--- src/common/tna_defines.svh ---
`ifndef TNA_DEFINES_SVH
`define TNA_DEFINES_SVH
// ----------------------------------------
// Phit layout
// ----------------------------------------
`define TNA_WORD_W 32
`define TNA_HALF_W 16
// ----------------------------------------
// Table sizes
// ----------------------------------------
`define TNA_SLOTS 8
`define TNA_SLOT_AW 3
`define TNA_DMAS 4
`define TNA_DMA_AW 2
// ----------------------------------------
// Register map, word addresses
// ----------------------------------------
`define TNA_ADDR_W 8
`define TNA_REG_SLOT 4'h0
`define TNA_REG_DMA 4'h1
`define TNA_REG_STAT 8'h20
`define TNA_FLD_CTRL 2'h0
`define TNA_FLD_ROUTE 2'h1
`define TNA_FLD_PTR 2'h2
`define TNA_FLD_CNT 2'h3
// ----------------------------------------
// Phase delays and pointer steps
// ----------------------------------------
`define TNA_PH_0 2'h0
`define TNA_PH_1 2'h1
`define TNA_PKT_WORDS 16'h0002
`define TNA_ONE 16'h0001
`define TNA_SLOT_ONE 3'h1
`endif

--- src/common/tna_pkg.sv ---
`include "tna_defines.svh"
package tna_pkg;
  typedef struct packed {
    logic vld;
    logic sop;
    logic eop;
    logic [`TNA_WORD_W-1:0] data;
  } tna_phit_t;
  typedef struct packed {
    logic vld;
    logic [1:0] phase;
    logic [`TNA_DMA_AW-1:0] idx;
  } tna_slot_t;
  typedef struct packed {
    logic en;
    logic [`TNA_HALF_W-1:0] route;
    logic [`TNA_HALF_W-1:0] rp;
    logic [`TNA_HALF_W-1:0] wp;
    logic [`TNA_HALF_W-1:0] cnt;
  } tna_dma_t;
  typedef enum logic [1:0] {POS_HDR = 2'b00, POS_W0 = 2'b01, POS_W1 = 2'b11} tna_pos_t;
  typedef enum logic [1:0] {WR_IDLE = 2'b00, WR_W0 = 2'b01, WR_W1 = 2'b11} tna_wr_t;
  typedef struct packed {
    tna_slot_t [`TNA_SLOTS-1:0] slot;
    tna_dma_t [`TNA_DMAS-1:0] dma;
    logic [`TNA_SLOT_AW-1:0] slot_no;
    tna_pos_t pos;
    logic snd;
    logic [1:0] phase;
    logic [`TNA_HALF_W-1:0] raddr;
    tna_phit_t out;
    tna_phit_t dl1;
    tna_phit_t dl2;
    tna_phit_t tx;
    logic tgl;
    tna_phit_t s1;
    tna_phit_t s2;
    logic [`TNA_HALF_W-1:0] rwp;
    logic [`TNA_WORD_W-1:0] rd0;
    logic [`TNA_HALF_W-1:0] bwp;
    logic [`TNA_WORD_W-1:0] bd0;
    logic [`TNA_WORD_W-1:0] bd1;
    tna_wr_t wr;
    logic we;
    logic [`TNA_HALF_W-1:0] waddr;
    logic [`TNA_WORD_W-1:0] wdata;
    logic [`TNA_WORD_W-1:0] rdata;
  } tna_state_t;
endpackage

--- src/hdl/tna_adapter.sv ---
// The address map and the plain strobed port were left to the implementer.
`timescale 1ns/100ps
`include "tna_defines.svh"
// Overview of operation
// - A packet is one header phit then two payload phits of one word each.
// - Header carries 16-bit route and 16-bit target write pointer from DMA entry.
// - Each phit is the 32-bit word plus valid, start and end bits.
// - Data is valid before a request toggle and held until acknowledge.
// - Clock halved by a toggle serves as handshake on both channels.
// - Toggle drives outgoing request; router acknowledge is ignored.
// - Outgoing request reaches router only after the registered phit settles.
// - Toggle drives incoming acknowledge; router must finish handshakes faster.
// - Every clock one phit goes out and one phit comes in.
// - Idle slots send all-zero void phits; invalid incoming phits are void.
// - After reset no valid phits leave until software configures tables.
// - Slot counter advances every third clock, after the last phit, in step with all adapters.
// - Slot table entry holds valid bit and DMA table index.
// - DMA entry holds control, read pointer, write pointer, count, route.
// - Processor configures and reads back DMA entries over the register port.
// - Scratch memory read and write ports plus phit-wide network ports.
// - Slot entry has 2-bit phase field for 0, 1 or 2 cycle delay.
// - Two single-phit delay stages; output mux picks delay by phase.
// - Last phit's address and data are buffered; memory write follows packet.
module tna_adapter (
  input wire logic I_CLK,
  input wire logic I_RST_B,
  input wire logic [`TNA_ADDR_W-1:0] I_ADDR,
  input wire logic [`TNA_WORD_W-1:0] I_WDATA,
  input wire logic I_WR,
  input wire logic I_RD,
  output logic [`TNA_WORD_W-1:0] O_RDATA,
  output logic [`TNA_HALF_W-1:0] O_SPM_RADDR,
  input wire logic [`TNA_WORD_W-1:0] I_SPM_RDATA,
  output logic O_SPM_WE,
  output logic [`TNA_HALF_W-1:0] O_SPM_WADDR,
  output logic [`TNA_WORD_W-1:0] O_SPM_WDATA,
  output tna_pkg::tna_phit_t O_TX_PHIT,
  output logic O_TX_REQ,
  input wire logic I_TX_ACK,
  input wire tna_pkg::tna_phit_t I_RX_PHIT,
  input wire logic I_RX_REQ,
  output logic O_RX_ACK
);

  tna_pkg::tna_state_t st_q;
  tna_pkg::tna_state_t st_d;
  tna_pkg::tna_slot_t ent;
  tna_pkg::tna_dma_t dsel;
  tna_pkg::tna_dma_t dwr;
  logic go;
  logic [`TNA_DMA_AW-1:0] bidx;

  // ----------------------------------------
  // Next state
  // ----------------------------------------
  // The whole adapter is one state record; this process computes its successor
  always_comb
  begin
    st_d = st_q;
    ent = st_q.slot[st_q.slot_no];
    dsel = st_q.dma[ent.idx];
    go = 1'b0;
    bidx = I_ADDR[3:2];
    dwr = st_q.dma[bidx];
    st_d.we = 1'b0;
    st_d.rdata = '0;
    // Halved clock for both handshakes; one toggle per phit
    st_d.tgl = ~st_q.tgl;

    // Phit position steps on every clock edge; slot counter steps after the last phit
    unique case (st_q.pos)
      tna_pkg::POS_HDR:
      begin
        st_d.pos = tna_pkg::POS_W0;
        // Slot table picks the DMA entry; an empty count stops sending
        go = ent.vld && dsel.en && (dsel.cnt != '0);
        st_d.snd = go;
        st_d.out = '0;
        if (go)
        begin
          st_d.out.vld = 1'b1;
          st_d.out.sop = 1'b1;
          st_d.out.data = {dsel.route, dsel.wp};
          st_d.phase = ent.phase;
          st_d.raddr = dsel.rp;
          // Pointers step by the two words this packet carries
          st_d.dma[ent.idx].rp = dsel.rp + `TNA_PKT_WORDS;
          st_d.dma[ent.idx].wp = dsel.wp + `TNA_PKT_WORDS;
          if (dsel.cnt > `TNA_PKT_WORDS)
          begin
            st_d.dma[ent.idx].cnt = dsel.cnt - `TNA_PKT_WORDS;
          end
          else
          begin
            st_d.dma[ent.idx].cnt = '0;
          end
        end
      end
      tna_pkg::POS_W0:
      begin
        st_d.pos = tna_pkg::POS_W1;
        st_d.out = '0;
        if (st_q.snd)
        begin
          st_d.out.vld = 1'b1;
          st_d.out.data = I_SPM_RDATA;
          st_d.raddr = st_q.raddr + `TNA_ONE;
        end
      end
      tna_pkg::POS_W1:
      begin
        st_d.pos = tna_pkg::POS_HDR;
        st_d.slot_no = st_q.slot_no + `TNA_SLOT_ONE;
        st_d.out = '0;
        if (st_q.snd)
        begin
          st_d.out.vld = 1'b1;
          st_d.out.eop = 1'b1;
          st_d.out.data = I_SPM_RDATA;
        end
      end
    endcase

    // Two single-phit delay stages; phase is only taken when a packet is sent,
    // so the tail of a delayed packet is not cut off by an idle slot
    st_d.dl1 = st_q.out;
    st_d.dl2 = st_q.dl1;
    unique case (st_q.phase)
      `TNA_PH_0: st_d.tx = st_q.out;
      `TNA_PH_1: st_d.tx = st_q.dl1;
      default: st_d.tx = st_q.dl2;
    endcase

    // Incoming phit is sampled twice since it comes from the self-timed side
    st_d.s1 = I_RX_PHIT;
    st_d.s2 = st_q.s1;

    // Assemble arriving packet; invalid phits are skipped as void
    if (st_q.s2.vld)
    begin
      if (st_q.s2.sop)
      begin
        st_d.rwp = st_q.s2.data[`TNA_HALF_W-1:0];
      end
      else if (!st_q.s2.eop)
      begin
        st_d.rd0 = st_q.s2.data;
      end
      else
      begin
        // Last phit: hold address and both words, write afterwards
        st_d.bwp = st_q.rwp;
        st_d.bd0 = st_q.rd0;
        st_d.bd1 = st_q.s2.data;
        st_d.wr = tna_pkg::WR_W0;
      end
    end

    // Deferred scratch memory write, two words back to back
    unique case (st_q.wr)
      tna_pkg::WR_IDLE:
      begin
      end
      tna_pkg::WR_W0:
      begin
        st_d.we = 1'b1;
        st_d.waddr = st_q.bwp;
        st_d.wdata = st_q.bd0;
        if (!(st_q.s2.vld && st_q.s2.eop))
        begin
          st_d.wr = tna_pkg::WR_W1;
        end
      end
      tna_pkg::WR_W1:
      begin
        st_d.we = 1'b1;
        st_d.waddr = st_q.bwp + `TNA_ONE;
        st_d.wdata = st_q.bd1;
        if (!(st_q.s2.vld && st_q.s2.eop))
        begin
          st_d.wr = tna_pkg::WR_IDLE;
        end
      end
      default:
      begin
        st_d.wr = tna_pkg::WR_IDLE;
      end
    endcase

    // Register reads; data stands in the cycle after the strobe
    if (I_RD)
    begin
      if (I_ADDR[7:4] == `TNA_REG_SLOT && !I_ADDR[3])
      begin
        st_d.rdata = {27'h0000000, st_q.slot[I_ADDR[2:0]]};
      end
      else if (I_ADDR[7:4] == `TNA_REG_DMA)
      begin
        unique case (I_ADDR[1:0])
          `TNA_FLD_CTRL: st_d.rdata = {31'h00000000, dwr.en};
          `TNA_FLD_ROUTE: st_d.rdata = {16'h0000, dwr.route};
          `TNA_FLD_PTR: st_d.rdata = {dwr.rp, dwr.wp};
          `TNA_FLD_CNT: st_d.rdata = {16'h0000, dwr.cnt};
        endcase
      end
      else if (I_ADDR == `TNA_REG_STAT)
      begin
        st_d.rdata = {27'h0000000, st_q.slot_no, st_q.pos};
      end
    end

    // Register writes; software wins over the pointer update of the same cycle
    if (I_WR)
    begin
      if (I_ADDR[7:4] == `TNA_REG_SLOT && !I_ADDR[3])
      begin
        st_d.slot[I_ADDR[2:0]] = I_WDATA[4:0];
      end
      else if (I_ADDR[7:4] == `TNA_REG_DMA)
      begin
        unique case (I_ADDR[1:0])
          `TNA_FLD_CTRL: st_d.dma[bidx].en = I_WDATA[0];
          `TNA_FLD_ROUTE: st_d.dma[bidx].route = I_WDATA[15:0];
          `TNA_FLD_PTR:
          begin
            st_d.dma[bidx].rp = I_WDATA[31:16];
            st_d.dma[bidx].wp = I_WDATA[15:0];
          end
          `TNA_FLD_CNT: st_d.dma[bidx].cnt = I_WDATA[15:0];
        endcase
      end
    end
  end

  // ----------------------------------------
  // State register
  // ----------------------------------------
  // Reset clears both tables, so nothing valid leaves until configured
  always_ff @(posedge I_CLK or negedge I_RST_B)
  begin
    if (!I_RST_B)
    begin
      st_q <= '0;
    end
    else
    begin
      st_q <= st_d;
    end
  end

  // ----------------------------------------
  // Outputs
  // ----------------------------------------
  // Request and phit change on the same edge; the link delay element holds
  // the request back until the phit has settled at the router.
  // The router acknowledge and request are unused by design.
  assign O_TX_PHIT = st_q.tx;
  assign O_TX_REQ = st_q.tgl;
  assign O_RX_ACK = st_q.tgl;
  assign O_SPM_RADDR = st_q.raddr;
  assign O_SPM_WE = st_q.we;
  assign O_SPM_WADDR = st_q.waddr;
  assign O_SPM_WDATA = st_q.wdata;
  assign O_RDATA = st_q.rdata;

  // ----------------------------------------
  // Checks
  // ----------------------------------------
  // Helper: remembers whether software has written anything since reset
  logic cfg_q;
  always_ff @(posedge I_CLK or negedge I_RST_B)
  begin
    if (!I_RST_B)
    begin
      cfg_q <= 1'b0;
    end
    else if (I_WR)
    begin
      cfg_q <= 1'b1;
    end
  end

  property p_void;
    @(posedge I_CLK) disable iff (!I_RST_B)
    !O_TX_PHIT.vld |-> (O_TX_PHIT == '0);
  endproperty
  a_void: assert property (p_void) else $error("void phit not all zero");

  // The edge that releases reset and the one after it still see the cleared toggle
  property p_toggle;
    @(posedge I_CLK) disable iff (!I_RST_B)
    I_RST_B && $past(I_RST_B) |-> (O_TX_REQ != $past(O_TX_REQ)) && (O_RX_ACK == O_TX_REQ);
  endproperty
  a_toggle: assert property (p_toggle) else $error("handshake did not toggle");

  property p_quiet;
    @(posedge I_CLK) disable iff (!I_RST_B)
    !cfg_q |-> !O_TX_PHIT.vld && !st_q.out.vld;
  endproperty
  a_quiet: assert property (p_quiet) else $error("valid phit before configuration");

  property p_pkt;
    @(posedge I_CLK) disable iff (!I_RST_B)
    st_q.out.sop |-> !st_q.out.eop ##1 (st_q.out.vld && !st_q.out.sop && !st_q.out.eop)
      ##1 (st_q.out.vld && !st_q.out.sop && st_q.out.eop);
  endproperty
  a_pkt: assert property (p_pkt) else $error("packet framing wrong");

  property p_hdr;
    @(posedge I_CLK) disable iff (!I_RST_B)
    $rose(st_q.out.sop) |-> st_q.out.data[`TNA_HALF_W-1:0] == $past(dsel.wp)
      && st_q.out.data[`TNA_WORD_W-1:`TNA_HALF_W] == $past(dsel.route);
  endproperty
  a_hdr: assert property (p_hdr) else $error("header fields wrong");

  property p_step;
    @(posedge I_CLK) disable iff (!I_RST_B)
    go && !I_WR |=> st_q.dma[$past(ent.idx)].rp == $past(dsel.rp) + `TNA_PKT_WORDS
      && st_q.dma[$past(ent.idx)].cnt < $past(dsel.cnt);
  endproperty
  a_step: assert property (p_step) else $error("DMA entry did not advance");

  property p_delay;
    @(posedge I_CLK) disable iff (!I_RST_B)
    ##2 ($past(st_q.phase) == `TNA_PH_1) |-> O_TX_PHIT == $past(st_q.out, 2);
  endproperty
  a_delay: assert property (p_delay) else $error("one cycle phase delay wrong");

  property p_slot;
    @(posedge I_CLK) disable iff (!I_RST_B)
    st_q.pos == tna_pkg::POS_W1 |=> st_q.pos == tna_pkg::POS_HDR
      && st_q.slot_no == $past(st_q.slot_no) + `TNA_SLOT_ONE;
  endproperty
  a_slot: assert property (p_slot) else $error("slot counter did not advance");

  property p_rxwr;
    @(posedge I_CLK) disable iff (!I_RST_B)
    st_q.s2.vld && st_q.s2.eop |-> ##2 O_SPM_WE ##1 O_SPM_WE;
  endproperty
  a_rxwr: assert property (p_rxwr) else $error("deferred write missing");

  // Void incoming phits must not disturb a packet being assembled
  property p_rxhold;
    @(posedge I_CLK) disable iff (!I_RST_B)
    !st_q.s2.vld |=> st_q.rwp == $past(st_q.rwp) && st_q.rd0 == $past(st_q.rd0)
      && st_q.wr != tna_pkg::WR_W0;
  endproperty
  a_rxhold: assert property (p_rxhold) else $error("void phit changed receive state");

  // Second payload word lands one address above the first, in the next cycle
  property p_wpair;
    @(posedge I_CLK) disable iff (!I_RST_B)
    $rose(O_SPM_WE) |=> O_SPM_WE && O_SPM_WADDR == $past(O_SPM_WADDR) + `TNA_ONE;
  endproperty
  a_wpair: assert property (p_wpair) else $error("second payload write misplaced");

  // Read data stands only after a read strobe, so stale words never leak out
  property p_rdclr;
    @(posedge I_CLK) disable iff (!I_RST_B)
    !$past(I_RD) |-> O_RDATA == '0;
  endproperty
  a_rdclr: assert property (p_rdclr) else $error("read data outside read cycle");

  // Incoming phit reaches the assembly exactly two edges after the pin
  property p_sync;
    @(posedge I_CLK) disable iff (!I_RST_B)
    I_RST_B && $past(I_RST_B) && $past(I_RST_B, 2) |-> st_q.s2 == $past(I_RX_PHIT, 2);
  endproperty
  a_sync: assert property (p_sync) else $error("incoming phit not two stages late");

  // Outside a scheduled packet the staged phit is a void one
  property p_idle;
    @(posedge I_CLK) disable iff (!I_RST_B)
    !st_q.snd |-> st_q.out == '0;
  endproperty
  a_idle: assert property (p_idle) else $error("valid phit outside a packet");

endmodule

--- config.mk ---
export PLATFORM = sky130hd
export DESIGN_NAME = tna_adapter
export DESIGN_NICKNAME = d
export VERILOG_FILES = /design/src/common/tna_pkg.sv /design/src/hdl/tna_adapter.sv
export VERILOG_INCLUDE_DIRS = /design/src /design/src/common
export SDC_FILE = /design/constraint.sdc
export NUM_CORES = 1
export LEC_CHECK = 0
export BUFFER_PORTS_ARGS = -buffer_cell sky130_fd_sc_hd__buf_2
export CORE_MARGIN = 4
export CORE_UTILIZATION = 30
export CTS_CLUSTER_DIAMETER = 30
export DETAILED_ROUTE_END_ITERATION = 6
export GPL_ROUTABILITY_DRIVEN = 1
export HOLD_SLACK_MARGIN = 0.06
export SLEW_MARGIN = 10
export SYNTH_ARGS = -nofsm -noshare
export SYNTH_HDL_FRONTEND = slang
export SYNTH_SLANG_ARGS = --single-unit
export TNS_END_PERCENT = 1
--- constraint.sdc ---
create_clock -name I_CLK -period 4.8 [get_ports I_CLK]
set_input_delay 0.96 -clock I_CLK [delete_from_list [all_inputs] [get_ports I_CLK]]
set_output_delay 0.96 -clock I_CLK [all_outputs]
set_load 0.01 [all_outputs]
### After elaboration in Yosys (flattened, before gate mapping)

Cells that the tools add are included.

| storage, ports and cells | value |
|---|---|
| register bits after elaboration | 746 |
| bits of input ports | 113 |
| output and inout port bits | 134 |
| word-level logic and storage cells | 200 |

| cells by class | value |
|---|---|
| add/subtract/negate cells | 6 |
| magnitude comparators | 8 |
| equality and inequality tests | 12 |
| muxes and demuxes | 65 |
| bitwise gates (word level) | 3 |
| reduce and logical (&&, ||, !) cells | 22 |

Operator list:

| cell | count |
|---|---|
| $bwmux 260 | 9 |
| $mux 260 | 6 |
| $demux 65 s2 | 8 |
| $pmux 260 s4 | 1 |
| $bmux 65 s2 | 2 |
| $mux 32 | 7 |
| $mux 65 | 3 |
| $pmux 32 s4 | 1 |
| $pmux 35 s3 | 1 |
| $pmux 49 s2 | 1 |
| $mux 48 | 2 |
| $pmux 35 s2 | 1 |
| $mux 64 | 1 |
| $bwmux 40 | 1 |
| $mux 33 | 1 |
| $add 16x1->16 const B | 2 |
| $add 16x2->16 const B | 2 |
| $mux 16 | 2 |
| $pmux 16 s2 | 1 |
| $bmux 5 s3 | 2 |
| $mux 5 | 4 |
| $mux 18 | 1 |
| $mux 17 | 1 |
| $gt 16x2->1 const B | 1 |
| 24 further kinds | 55 |

### Longest topological paths before layout

Gate-level depths: netlist (run 1).

| depth | value |
|---|---|
| depth in word-level cells | 18 |
| mapped depth | 22 |
| depth with buffers taken out | 14 |

### Least setup slack after synthesis (run 1)

No wires, ideal clock.

| path | value |
|---|---|
| path type | register to register |
| from | reg st_q[443] (netlist bit) |
| to | reg st_q[587] (netlist bit) |
| library setup time | 0.131 ns |
| arrival | 4.209 ns |
| required time | 4.669 ns |
| slack | 0.459 ns |
| stages on the path, launching flop included | 23 |
| buffers on the path | 9 |
| period minus slack after synthesis | 4.341 ns |
| path through | dfrtp_1 -> buf_6 -> buf_12 -> mux2i_1 -> mux4_2 -> buf_6 -> buf_12 -> buf_6 -> buf_4 -> buf_2 -> clkbuf_1 -> buf_1 -> nand2_1 -> o21ai_0 -> o21ai_0 -> ha_1 -> inv_1 -> nor2_1 -> a22o_1 -> nand4_2 -> or4b_1 -> nand4_2 -> o211ai_1 |

RTL lines:

| what | line | RTL |
|---|---|---|
| from (decl) | tna_adapter.sv:45 | `tna_pkg::tna_state_t st_q;` |
| from (signal assigned) | tna_adapter.sv:247 | `st_q <= st_d;` |

==> impl_metrics.csv, run 1 <==
group,metric,value,unit
job,cap_violations,0,
setup_path,r2r_start,"st_q[443]",
routing,drc,4,
sta,finalHoldViolations,0,
cts,hold_buffers,0,
grt,antenna_found_initial,14,
cts,clkLatencyLatePin,0.77,ns
power_and_ir_drop,powerDensity,526,nW/um^2
power_and_ir_drop,power,23800,uW
grt,grt_overflow,0,
setup_path,critPathRequiredTime,5.45,ns
routing,vias_per_cell,5.23,
floorplanning,die_h,355,um
synth,synth_cells,3016,
routing,wire_per_inst,22.6,um
layout,nets,3360,
setup_path,cp.buffers_inverters,2,
synth,ys_warn_count,0,
sta,setup_violations,0,
cts,clock-root-buffer,"clkbuf_16",
sta,tns,0,ns
placement,place_inst,4656,
setup_path,cp_common_cell,"buf_4",
power_and_ir_drop,ir_worst_vdd,0.377,mV
sta,slew_headroom,0.244,
placement,io_buffers,244,
sta,finalCriticalPeriod,4.46,ns
floorplanning,start_util,0.304,
placement,finalWeightedCongestion,0.910,
synth,synth.cell_area,36100,um^2
synth,ys_seq_elements,746,
cts,clock-sinks,746,
setup_path,arrival,5.11,ns
setup_path,critPathTopFamily,"simple AND/OR/NAND/NOR gates",
routing,ant_nets,0,
sta,finClkSkew,0.0495,ns
synth,seq_area_frac_synth,0.518,
grt,grt_pass1_vias,26800,
sta,tightest_slew,1.13,ns
cts,cts_buffers,183,
synth,async_reset_ff_frac,1.00,
floorplanning,dieArea,126000,um^2
layout,fin_cells,4998,
routing,routed_wirelength,113000,um
routing,vias,26200,
cts,tritoncts,"yes",
routing,dr.pass1.iters,7,
setup_path,path_depth,9,
grt,grt_usage,0.177,
worst_hold_path,hold_path_class,"in2async",
synth,synthFlopType,"dfrtp_1",
placement,hpwl,74300,um
sta,post-route-period-util,0.930,
floorplanning,fp.dieW,355,um
floorplanning,core_area,119000,um^2
setup_path,cp-start-kind,"flip-flop",
sta,fmax,224,MHz
grt,grt_max_degree,106,
setup_path,path_class,"reg2reg",
setup_path,critPathMaxStageDelay,0.76,ns
cts,cts_resized,0,
floorplanning,row_count,126,
power_and_ir_drop,p_leak,0.0200,uW
cts,path_clk_slew,0.05,ns
sta,postLayoutSetupSlackWorst,0.337,ns
floorplanning,io_pins,247,
placement,post-place-ws,0.399,ns
setup_path,rr_worst_depth,9,
setup_path,cp_max_fo,33,
layout,final_util,0.381,
outcome,failed_checks,"DRC",
grt,grt_pass1_wl,171000,um
setup_path,r2r_end,"st_d[362]",
synth,yosysUniqueCellTypes,81,
sta,rsz0062_at_grt,"no",
cts,cts-htree-levels,4,
routing,drt_iter0_markers,2315,
setup_path,crit_path_end_kind,"flip-flop",
layout,synthToLayoutAreaGrowth,25.4,%
layout,layout-drive-gt1-share,0.335,
synth,synth_edf_count,0,
cts,cts_setup_buffers,0,
outcome,status,"finished, violations left",
setup_path,r2r_slack,0.34,ns
synth,synth.avg_cell_area,12.0,um^2
setup_path,cp_cell_sequence,"mux2i_1 > mux4_4 > buf_4 > nor2_1 > nor3_2 > o31ai_1 > buf_4 > nor2_4 > a22o_1",
cts,cts.path.max_buffers,3,
setup_path,crit_path_top_delay_cell,"nor2_4",
synth,syn_nets,3135,
sta,slew_violations,0,
-- worst register-to-register path, cell delays in order, from the launching register on --
cell and delay, ns:
dfrtp_1 0.75, mux2i_1 0.26, mux4_4 0.71, buf_4 0.49, nor2_1 0.21, nor3_2 0.44
o31ai_1 0.17, buf_4 0.18, nor2_4 0.76, a22o_1 0.38
-- cell families after synthesis --
group	share of synthesized area
buf+inv	0.0602
fa+ha+maj	0.00208
simple gates	0.103
flops	0.518
mux	0.205
xor+xnor	0.0131
compound gates	0.0991
-- metal layers --
layer  global-route usage  vias up  part of all wire
met1                0.228    13400              0.41
met4               0.0886       14             0.047
li1                     -    11400                 -
met2                0.279     1147              0.46
met5                    0        -           0.00071
met3               0.0415      277             0.075
-- metrics by stage --
step                hold WS [ns]  area, um^2
finish                     0.272       45200
global route               0.277       45200
CTS                        0.258       45200
detailed placement         0.335       38600
global placement           0.335       38600
floorplan                  0.331       36100
-- cell type report --
type / instances / area (um^2)
tap: 1600 / 2000
clock buffer: 227 / 5090
multi-input combinational: 1893 / 15300
inverter: 20 / 75.1
timing repair buffer: 397 / 2520
antenna: 4 / 10.0
sequential: 746 / 18700
fill: 11300 / 73500
clock inverter: 111 / 1540
-- power by group --
group	leakage [uW]	internal, uW	switching [uW]	total, uW
logic	0.00770	1360	1820	3180
registers	0.00916	6990	573	7560
clock network	0.00317	9070	3990	13100
-- layout by cell type, fill, tap and decap left out, types with 103 or more instances in the layout --
cell and instances:
mux4_2 103, nor2_1 135, mux2_2 235, buf_2 241
buf_4 144, mux2i_1 212, nand2_1 295, nand3_1 159
dfrtp_1 742, clkbuf_16 187
-- flip-flops by register name, summed over array words and instances, names as in the netlist --
name,count
O_RX_ACK,1
O_SPM_WE,1
O_SPM_RADDR,16
st_d,105
O_SPM_WDATA,32
O_SPM_WADDR,16
O_TX_PHIT,35
O_RDATA,32
st_q,508
-- synthesized netlist by cell type, drive strengths merged (41+ instances only) --
master	number	area, um^2
a21oi	73	365
a22o	92	806
buf	215	1560
clkbuf	142	533
dfrtp	746	18700
mux2	235	2650
mux2i	226	2380
mux4	105	2360
nand2	296	1110
nand3	161	816
nor2	140	526
o211ai	79	633
o21ai	90	454
o31ai	41	327
-- worst max path at each step --
stage / start / to / slack (ns)
after floorplan: st_q[443] / st_q[587] / 0.46
after global placement: st_q[443] / st_d[362] / 0.47
after detailed placement: st_q[443] / st_d[362] / 0.40
after CTS: st_q[443] / st_d[362] / 0.34
after global routing: st_q[443] / st_d[362] / 0.11
final: st_q[443] / st_d[362] / 0.34
Power figures use the tool's default switching activity.
==> run 2, diff against run 1 <==
--- a/config.mk
+++ b/config.mk
@@ -13,6 +13,7 @@
 export DETAILED_ROUTE_END_ITERATION = 6
 export GPL_ROUTABILITY_DRIVEN = 1
 export HOLD_SLACK_MARGIN = 0.06
+export REMOVE_ABC_BUFFERS = 1
 export SLEW_MARGIN = 10
 export SYNTH_ARGS = -nofsm -noshare
 export SYNTH_HDL_FRONTEND = slang
==> impl_metrics.csv, run 2 (synthesized netlist as in run 1, its figures left out) <==
group,metric,value,unit
outcome,status,"finished clean",
setup_path,cp_max_fo,32,
cts,tritoncts,"yes",
placement,finalWeightedCongestion,0.875,
routing,vias,26000,
setup_path,cp_cell_sequence,"mux2i_1 > mux4_4 > mux2i_1 > mux2i_1 > buf_4 > nand3_2 > o31a_1 > nor2_1 > a221o_1",
layout,synthToLayoutAreaGrowth,25.4,%
placement,post-place-ws,0.582,ns
routing,wire_per_inst,22.3,um
placement,io_buffers,244,
grt,grt_max_degree,122,
worst_hold_path,hold_path_class,"in2async",
routing,routed_wirelength,111000,um
layout,largest_reg_flops,508,
power_and_ir_drop,power,23900,uW
floorplanning,io_pins,247,
sta,finalCriticalPeriod,4.26,ns
floorplanning,dieArea,126000,um^2
sta,finClkSkew,0.0325,ns
layout,layout-drive-gt1-share,0.330,
sta,holdWs,0.169,ns
setup_path,cp-start-kind,"flip-flop",
sta,post-route-period-util,0.888,
sta,slew_headroom,0.214,
setup_path,path_class,"reg2reg",
cts,cts_buffers,178,
setup_path,critPathRequiredTime,5.50,ns
sta,setup_violations,0,
setup_path,cp_common_cell,"mux2i_1",
sta,fmax,235,MHz
sta,tightest_slew,1.17,ns
sta,slew_violations,0,
layout,final_cell_mix,"dfrtp_1, nand2_1, buf_2, mux2_2, mux2i_1",
cts,cts-htree-levels,4,
cts,path_clk_slew,0.05,ns
floorplanning,row_count,126,
floorplanning,fp.dieW,355,um
cts,hold_buffers,0,
cts,cts_resized,0,
setup_path,cp.buffers_inverters,1,
cts,cts.path.max_buffers,3,
power_and_ir_drop,p_leak,0.0200,uW
routing,drc,0,
placement,hpwl,71700,um
sta,finalHoldViolations,0,
routing,vias_per_cell,5.21,
sta,tns,0,ns
routing,drt_iter0_markers,2284,
layout,layout_commonest_cell,"dfrtp_1",
grt,grt_overflow,0,
setup_path,critPathTopFamily,"multiplexers",
job,cap_violations,0,
cts,cts_setup_buffers,0,
grt,grt_pass1_wl,168000,um
layout,top_register,"st_q",
setup_path,r2r_slack,0.54,ns
power_and_ir_drop,powerDensity,528,nW/um^2
floorplanning,start_util,0.304,
setup_path,arrival,4.96,ns
power_and_ir_drop,ir_worst_vdd,0.403,mV
sta,postLayoutSetupSlackWorst,0.536,ns
routing,ant_nets,0,
cts,clock-root-buffer,"clkbuf_16",
setup_path,critPathMaxStageDelay,0.96,ns
grt,grt_pass1_vias,26400,
routing,dr.pass1.iters,6,
grt,grt_usage,0.174,
cts,clkLatencyLatePin,0.76,ns
grt,antenna_found_initial,22,
layout,nets,3344,
sta,rsz0062_at_grt,"no",
floorplanning,die_h,355,um
cts,clock-sinks,746,
floorplanning,core_area,119000,um^2
setup_path,crit_path_top_delay_cell,"mux4_4",
setup_path,crit_path_end_kind,"flip-flop",
[run 2: cell count changes in the layout (fill, tap and decap cells not counted), moves of 2 or more]
cell,previous run,this run
clkinv_4,19,5
buf_4,144,131
bufinv_16,29,38
clkinv_2,23,31
clkbuf_1,14,20
clkbuf_16,187,182
clkbuf_8,26,21
clkinvlp_4,27,22
inv_6,9,4
clkinv_8,0,3
buf_12,11,13
inv_16,1,3
[run 2: final cells by class]
| class | instances | area, um^2 |
|---|---|---|
| diodes | 5 | 12.5 |
| clock buffers | 223 | 4920 |
| clock inverters | 109 | 1740 |
| fillers | 11400 | 73500 |
| inverters | 20 | 75.1 |
| multi-input cells | 1893 | 15300 |
| flip-flops and latches | 746 | 18700 |
| well taps | 1600 | 2000 |
| repair buffers | 386 | 2460 |
[run 2: per-stage QoR]
| stage | area [um^2] | util | cells |
|---|---|---|---|
| after global placement | 38500 | 0.325 | 4645 |
| after detailed placement | 38500 | 0.325 | 4645 |
| after global routing | 45200 | 0.381 | 4978 |
| after CTS | 45200 | 0.381 | 4977 |
| after floorplan | 34000 | - | 2659 |
| final | 45200 | 0.381 | 4982 |
[run 2: worst paths after layout]
| path | start | endpoint | cells past startpoint |
|---|---|---|---|
| max | st_q[443] | st_q[511] | 9 |
| min | I_RST_B | st_q[195] | 1 |
| max reg2reg | st_q[443] | st_q[511] | 9 |
| min reg2reg | st_d[218] | st_q[218] | 0 |
| max in group asynchronous | I_RST_B | st_d[230] | 3 |
| min in group I_CLK | I_RX_PHIT[5] | st_d[216] | 1 |
[run 2: per-layer routing]
layer  part of all wire  wire (um)  up-vias  GRT usage
li1                   -          -    11400          -
met1               0.42      47100    13200      0.228
met2               0.46      51700     1062      0.275
met3              0.079       8760      267     0.0477
met4              0.033       3650       22     0.0697
met5             0.0013        142        -          0
[run 2: power by group]
part / switching (uW) / internal, uW / total [uW] / leakage (uW)
clock: 3920 / 9280 / 13200 / 0.00320
sequential: 604 / 6990 / 7590 / 0.00916
combinational: 1750 / 1350 / 3090 / 0.00766
